**config.mk**
```make
export PLATFORM = sky130hd
export DESIGN_NAME = pfir_regs
export DESIGN_NICKNAME = d
export VERILOG_FILES = /design/src/include/pfir_pkg.sv /design/src/design/pfir_flag_bank.sv /design/src/design/pfir_regs.sv
export SDC_FILE = /design/constraint.sdc
export NUM_CORES = 1
export LEC_CHECK = 0
export ABC_AREA = 1
export BUFFER_PORTS_ARGS = -buffer_cell sky130_fd_sc_hd__clkbuf_2
export CAP_MARGIN = 10
export CORE_MARGIN = 4
export CORE_UTILIZATION = 50
export CTS_CLUSTER_DIAMETER = 150
export CTS_CLUSTER_SIZE = 25
export DETAILED_ROUTE_END_ITERATION = 8
export PLACE_DENSITY = 0.75
export SLEW_MARGIN = 25
export SYNTH_ARGS = -nofsm -noshare
export SYNTH_HDL_FRONTEND = slang
export SYNTH_SLANG_ARGS = --single-unit
```
**constraint.sdc**
```tcl
create_clock -name clk -period 1.4 [get_ports clk]
set_input_delay 0.28 -clock clk [delete_from_list [all_inputs] [get_ports clk]]
set_output_delay 0.28 -clock clk [all_outputs]
set_load 0.05 [all_outputs]
```
**src/include/pfir_pkg.sv**
```systemverilog
package pfir_pkg;

    localparam int unsigned REG_W  = 8;
    localparam int unsigned ADDR_W = 8;

    // register offsets
    localparam logic [7:0] STAT0_OFS  = 8'h05;
    localparam logic [7:0] MASK0_OFS  = 8'h06;
    localparam logic [7:0] SENSE0_OFS = 8'h07;
    localparam logic [7:0] STAT1_OFS  = 8'h08;
    localparam logic [7:0] MASK1_OFS  = 8'h09;
    localparam logic [7:0] SENSE1_OFS = 8'h0a;
    localparam logic [7:0] STAT3_OFS  = 8'h0e;
    localparam logic [7:0] MASK3_OFS  = 8'h0f;
    localparam logic [7:0] SENSE3_OFS = 8'h10;
    localparam logic [7:0] STAT4_OFS  = 8'h11;
    localparam logic [7:0] MASK4_OFS  = 8'h12;
    localparam logic [7:0] SENSE4_OFS = 8'h13;

    // group 0 field positions
    localparam int unsigned TEST_PIN_BIT   = 7;
    localparam int unsigned TEMP_HI4_BIT   = 5;
    localparam int unsigned TEMP_HI3_BIT   = 4;
    localparam int unsigned TEMP_HI2_BIT   = 3;
    localparam int unsigned TEMP_HI1_BIT   = 2;
    localparam int unsigned UNDERVOLT_BIT  = 1;
    localparam int unsigned POWER_KEY_BIT  = 0;

    // group 1 field positions
    localparam int unsigned BUCK3_BIT = 4;
    localparam int unsigned BUCK2_BIT = 3;
    localparam int unsigned BUCK1_BIT = 0;

    // group 3 field position
    localparam int unsigned OVERVOLT_BIT = 2;

    // bits that exist in each flag group
    localparam logic [7:0] GROUP0_BITS = 8'h3f;
    localparam logic [7:0] GROUP1_BITS = 8'h19;
    localparam logic [7:0] GROUP3_BITS = 8'h04;
    localparam logic [7:0] GROUP4_BITS = 8'h3f;

    // values after reset
    localparam logic [7:0] STAT_RESET  = 8'h00;
    localparam logic [7:0] MASK0_RESET = 8'h3f;
    localparam logic [7:0] MASK1_RESET = 8'h19;
    localparam logic [7:0] MASK3_RESET = 8'h04;
    localparam logic [7:0] MASK4_RESET = 8'h3f;
    localparam logic [7:0] RDATA_RESET = 8'h00;

endpackage : pfir_pkg

```
**src/design/pfir_flag_bank.sv**
```systemverilog
`timescale 1ns/1ps
`default_nettype none

module pfir_flag_bank #(
    parameter int unsigned W = 8
) (
    input  wire logic         clk,
    input  wire logic         sys_rst,
    input  wire logic [W-1:0] setVec,
    input  wire logic [W-1:0] clearVec,
    output var  logic [W-1:0] flags
);

    // sticky flags: a set in the clearing cycle keeps the flag
    always_ff @(posedge clk or posedge sys_rst) begin
        if (sys_rst) begin
            flags <= '0;
        end else begin
            flags <= (flags & ~clearVec) | setVec;
        end
    end

endmodule : pfir_flag_bank

`default_nettype wire

```
**src/design/pfir_regs.sv**
```systemverilog
`timescale 1ns/1ps
`default_nettype none

// Behaviour
// - sense0 bit 7 reads live factory test pin level
// - sense0 bits 5..2 read live die temperature threshold comparisons
// - sense0 bit 1 reads 1 while input supply is below 2.7 V
// - sense0 bit 0 follows power key pin level
// - sense bits have no reset value, they show their sources
// - sense registers are read-only and return present state
// - status1 bits 4, 3, 0 set on buck3, buck2, buck1 current limit
// - status flags stay set until written 1; writing 0 does nothing
// - mask 0 lets a flag reach the interrupt pin, mask 1 blocks it
// - mask1 bits 4, 3, 0 mask buck3, buck2, buck1 overcurrent flags
// - sense1 bits 4, 3, 0 read live buck overcurrent state
// - overvoltage status bit 2 sets on input overvoltage, w1c
// - overvoltage mask bit 2 masks the overvoltage flag
// - overvoltage sense bit 2 reads live overvoltage state
// - linear fault status holds six sticky w1c flags
// - thermal flags set on threshold crossing either direction
// - power on flag sets on each turn-on event
module pfir_regs (
    input  wire logic                      clk,
    input  wire logic                      sys_rst,
    input  wire logic [pfir_pkg::ADDR_W-1:0] regAddr,
    input  wire logic                      regWrEn,
    input  wire logic [pfir_pkg::REG_W-1:0]  regWrData,
    input  wire logic                      regRdEn,
    output var  logic [pfir_pkg::REG_W-1:0]  regRdData,
    output var  logic                      regRdValid,
    input  wire logic                      factoryTestPin,
    input  wire logic [3:0]                tempAbove,
    input  wire logic                      inputUndervolt,
    input  wire logic                      powerKeyPin,
    input  wire logic [2:0]                buckOvercurrent,
    input  wire logic                      inputOvervolt,
    input  wire logic [5:0]                linearOvercurrent,
    output var  logic                      irqOutN
);
    import pfir_pkg::*;

    function automatic logic [7:0] w1cVec(input logic [7:0] ofs,
                                          input logic [7:0] bits);
        w1cVec = (regWrEn && regAddr == ofs) ? (regWrData & bits) : 8'h00;
    endfunction : w1cVec

    function automatic logic isWrite(input logic [7:0] ofs);
        isWrite = regWrEn && (regAddr == ofs);
    endfunction : isWrite

    logic [7:0] sense0;
    logic [7:0] sense1;
    logic [7:0] sense3;
    logic [7:0] sense4;
    logic [7:0] set0;
    logic [7:0] set1;
    logic [7:0] set3;
    logic [7:0] set4;
    logic [7:0] stat0;
    logic [7:0] stat1;
    logic [7:0] stat3;
    logic [7:0] stat4;
    logic [7:0] mask0;
    logic [7:0] mask1;
    logic [7:0] mask3;
    logic [7:0] mask4;
    logic [3:0] tempPrev;
    logic       keyPrev;
    logic       prevValid;
    logic       anyPending;
    logic [7:0] next_rdData;
    logic [7:0] clr0;
    logic [7:0] clr1;
    logic [7:0] clr3;
    logic [7:0] clr4;

    // live sense vectors, straight from the sources
    always_comb begin
        sense0 = 8'h00;
        sense0[TEST_PIN_BIT] = factoryTestPin;
        sense0[TEMP_HI4_BIT] = tempAbove[3];
        sense0[TEMP_HI3_BIT] = tempAbove[2];
        sense0[TEMP_HI2_BIT] = tempAbove[1];
        sense0[TEMP_HI1_BIT] = tempAbove[0];
        sense0[UNDERVOLT_BIT] = inputUndervolt;
        sense0[POWER_KEY_BIT] = powerKeyPin;
        sense1 = 8'h00;
        sense1[BUCK3_BIT] = buckOvercurrent[2];
        sense1[BUCK2_BIT] = buckOvercurrent[1];
        sense1[BUCK1_BIT] = buckOvercurrent[0];
        sense3 = 8'h00;
        sense3[OVERVOLT_BIT] = inputOvervolt;
        sense4 = {2'b00, linearOvercurrent};
    end

    // previous samples for edge-set flags; no edge until one is held
    always_ff @(posedge clk or posedge sys_rst) begin
        if (sys_rst) begin
            tempPrev  <= 4'h0;
            keyPrev   <= 1'b0;
            prevValid <= 1'b0;
        end else begin
            tempPrev  <= tempAbove;
            keyPrev   <= powerKeyPin;
            prevValid <= 1'b1;
        end
    end

    always_comb begin
        set0 = 8'h00;
        if (prevValid) begin
            set0[TEMP_HI4_BIT:TEMP_HI1_BIT] = tempAbove ^ tempPrev;
            set0[POWER_KEY_BIT] = powerKeyPin & ~keyPrev;
        end
        set0[UNDERVOLT_BIT] = inputUndervolt;
        set1 = sense1;
        set3 = sense3;
        set4 = sense4;
    end

    // clear vectors in a process, so a bus change re-evaluates them
    always_comb begin
        clr0 = w1cVec(STAT0_OFS, GROUP0_BITS);
        clr1 = w1cVec(STAT1_OFS, GROUP1_BITS);
        clr3 = w1cVec(STAT3_OFS, GROUP3_BITS);
        clr4 = w1cVec(STAT4_OFS, GROUP4_BITS);
    end

    pfir_flag_bank #(.W(8)) u_stat0 (
        .clk      (clk),
        .sys_rst  (sys_rst),
        .setVec   (set0),
        .clearVec (clr0),
        .flags    (stat0)
    );

    pfir_flag_bank #(.W(8)) u_stat1 (
        .clk      (clk),
        .sys_rst  (sys_rst),
        .setVec   (set1),
        .clearVec (clr1),
        .flags    (stat1)
    );

    pfir_flag_bank #(.W(8)) u_stat3 (
        .clk      (clk),
        .sys_rst  (sys_rst),
        .setVec   (set3),
        .clearVec (clr3),
        .flags    (stat3)
    );

    pfir_flag_bank #(.W(8)) u_stat4 (
        .clk      (clk),
        .sys_rst  (sys_rst),
        .setVec   (set4),
        .clearVec (clr4),
        .flags    (stat4)
    );

    // mask registers; unused bits stay zero
    always_ff @(posedge clk or posedge sys_rst) begin
        if (sys_rst) begin
            mask0 <= MASK0_RESET;
            mask1 <= MASK1_RESET;
            mask3 <= MASK3_RESET;
            mask4 <= MASK4_RESET;
        end else begin
            if (isWrite(MASK0_OFS)) begin
                mask0 <= regWrData & GROUP0_BITS;
            end
            if (isWrite(MASK1_OFS)) begin
                mask1 <= regWrData & GROUP1_BITS;
            end
            if (isWrite(MASK3_OFS)) begin
                mask3 <= regWrData & GROUP3_BITS;
            end
            if (isWrite(MASK4_OFS)) begin
                mask4 <= regWrData & GROUP4_BITS;
            end
        end
    end

    assign anyPending = |(stat0 & ~mask0) | |(stat1 & ~mask1)
                      | |(stat3 & ~mask3) | |(stat4 & ~mask4);

    always_ff @(posedge clk or posedge sys_rst) begin
        if (sys_rst) begin
            irqOutN <= 1'b1;
        end else begin
            irqOutN <= ~anyPending;
        end
    end

    // read mux; sense reads sample the live vector, writes to them do nothing
    always_comb begin
        case (regAddr)
            STAT0_OFS:  next_rdData = stat0;
            MASK0_OFS:  next_rdData = mask0;
            SENSE0_OFS: next_rdData = sense0;
            STAT1_OFS:  next_rdData = stat1;
            MASK1_OFS:  next_rdData = mask1;
            SENSE1_OFS: next_rdData = sense1;
            STAT3_OFS:  next_rdData = stat3;
            MASK3_OFS:  next_rdData = mask3;
            SENSE3_OFS: next_rdData = sense3;
            STAT4_OFS:  next_rdData = stat4;
            MASK4_OFS:  next_rdData = mask4;
            SENSE4_OFS: next_rdData = sense4;
            default:    next_rdData = 8'h00;
        endcase
    end

    always_ff @(posedge clk or posedge sys_rst) begin
        if (sys_rst) begin
            regRdData  <= RDATA_RESET;
            regRdValid <= 1'b0;
        end else begin
            regRdValid <= regRdEn;
            if (regRdEn) begin
                regRdData <= next_rdData;
            end
        end
    end
endmodule : pfir_regs

`default_nettype wire

```
==> metrics.txt <==
final-stage net count=420; hold_ws=-8.27 ps; crit path cell chain=clkbuf_2; Hold/Removal Path Class=in2async; cts repair resizes=0; Fillers=approximately 500; via count=2,291; placed cell area=between 0.002 and 0.003 mm^2; number of clock sinks=47; Area Growth Syn to Fin=15.0%; DPL Wire Length=between 4000 and 5000 um; Cells after Synth=about 340; Routed Wire Length=between 6000 and 7000 um; CTS root buf=clkbuf_8; M1 GR Usage=0.286; H-Tree Depth=2; row count=26; Post-Synth Adder-Cell Area=0; Initial Util=0.519; gr ovfl total=0; GRT busiest layer=met2; vias in the first global route=about 2,300; Worst-path clk slew=80 ps; post-synth net total=around 370; pwr/cell area=836 mW/mm^2; FMAX=approximately 0.74 GHz; post-synthesis simple-gate area fraction=0.343; Clock Skew=between 5 and 6 ps; largest family of logic cells by synthesized area=simple AND/OR/NAND/NOR gates; Synth Area in Compound Gates=0.117; layout cells sized above 1=0.307; status=finished, violations left; Post-DRT Antenna Nets=0; Post-Syn Area=about 0.0027 mm^2; Synth async-reset ratio=1.00; Core ar.=0.00514 mm^2; xor-xnor portion of the synthesized cell area=0; most common cell after layout, fill and taps aside=nand2_1; sequential fraction of the synthesis area=0.449; DR pass1 iterations=4; slowest cell on the critical path=dfstp_2; Leak=~1.6 nW; CP peak stage delay=about 520 ps; Max clock buf depth=2; # hold bufs at CTS=0; Synth Flop Type=dfrtp_1; vias per std cell=5.05; pin count of the biggest net entering global routing=48; post-synthesis mux area share=0; Pins Over Slew Limit=0; CTS tree=done; I/O pin count=between 40 and 50; GRT met3 Usage=0.0322; cts bufs inserted=5; worst vdd ir=between 600 and 700 uV; type of origin of the critical path=flip-flop; setup bufs post-CTS=0; Chip Height=between 80 and 90 um; Die ar.=~0.0066 mm^2; Non-Filler Instances=454; MaxCap Viol Count=0; CP Buf/Inv Count=1; most frequent cells in the layout=nand2_1, nand3_1, clkbuf_2; Worst setup EP type=output pin; final hold vios=23; Worst path top cell family by delay=flip-flops; Die W=slightly above 80 um; number of cells after detailed placement=446; mean area per synthesized cell=between 7 and 8 um^2; clock latency on the worst-skew pair=around 300 ps; Arr. time, crit path=1070 ps; crit path max fanout=1; drc violations=0; design area=around 0.0031 mm^2; setup TNS=0 ps; first-pass GRT wire length=10,500 um; unrepaired setup endpoints after global routing=no; count of state elements after synthesis=47; GRT Total Usage=0.207; number of synthesized flops with an enable pin=0; Power Total=around 0.0026 W; Initial DRC Count=around 150; port bufs=43; failing checks=negative hold slack; met2 usage=0.346; Syn. warnings=0; Crit path required time=about 1100 ps; Final min period=1350 ps; fin util=0.596; Final setup violation count=0; WL/cell=~13 um; Yosys cell types=26; initial antenna violation count=0; Tcrit/Tclk final=0.965; Ant. Diodes=0; Setup CP Type=reg2out; Placer Congestion=between 0.9 and 1
==> path summary, 6_finish.rpt <==
path,depth (start not counted),slack (ps),end,from
max,1,50,irqOutN,irqOutN
min,3,-8,prevValid,sys_rst
max reg2reg,6,280,irqOutN,mask4[2]
min reg2reg,1,430,u_stat0.flags[0],keyPrev
max in group asynchronous,3,1130,mask1[3],sys_rst
min in group clk,1,130,tempPrev[3],tempAbove[3]
==> state kept, by name, summed over array words and instances, names as in the netlist <==
register and flops:
mask3 1, u_stat0.flags 6, u_stat3.flags 1, mask1 3, keyPrev 1, u_stat4.flags 6
regRdData 7, tempPrev 4, regRdValid 1, mask0 6, mask4 6, prevValid 1
u_stat1.flags 3, irqOutN 1
==> metrics by stage <==
stage	worst slack, ps	hold slack [ps]
6_report	48.6	-8.27
5_1_grt	17.0	18.6
4_1_cts	37.7	0.350
3_5_place_dp	5.01	322
3_3_place_gp	20.8	317
2_1_floorplan	32.0	311
==> report_power, final <==
group	internal (W)	switching, W	leakage [nW]
registers	0.00142	0.0000281	0.496
logic	0.000109	0.000211	1.06
clock network	0.000351	0.000441	0.0422
total	0.00188	0.000680	1.60
==> logic make-up after synthesis <==
family | Yosys count
other cells | 2
simple gates | 184
compound gates | 49
flops | 47
buf+inv | 53
==> layer usage <==
layer | share of wire | routed length [um]
met1 | 0.46 | 2840
met2 | 0.48 | 2920
met3 | 0.050 | 303
met4 | 0.0075 | 46
met5 | 0 | 0
==> cells in the mapped netlist, types with 2 or more instances <==
master    number  area share
nand2_1       73        0.10
nand3_1       45       0.084
inv_1         38       0.053
nor2_1        37       0.052
dfrtp_1       30        0.28
o21ai_1       21       0.039
dfstp_2       17        0.17
o21ai_2       10       0.033
inv_2          7      0.0099
nand2_2        7       0.016
nor2_4         7       0.030
o21bai_1       6       0.017
buf_4          5       0.014
o22ai_1        5       0.012
or2_2          5       0.012
nand2_4        4       0.017
o21ai_0        4      0.0075
nand3_2        3       0.011
conb_1         2      0.0028
nor2_8         2       0.015
o21a_1         2      0.0056
==> worst register-to-register path: stages, from the launching register on <==
cell and delay (ps):
dfstp_2 540, inv_1 60, nand2_1 50, o21ai_0 110, nor2_1 120, nand2_1 60, nor2_1 130
==> area by class of cell <==
class / instances / area [um^2] / area share
Timing Repair Buffer: 49 / 298 / 0.0971
Tap cell: 70 / 87.6 / 0.0286
Multi-Input combinational cell: 235 / 1230 / 0.402
Sequential cell: 47 / 1200 / 0.391
Clock buffer: 7 / 76.3 / 0.0249
Inverter: 45 / 169 / 0.0551
Clock inverter: 1 / 5.00 / 0.00163
Note: power is estimated with default switching activity, not from simulation.
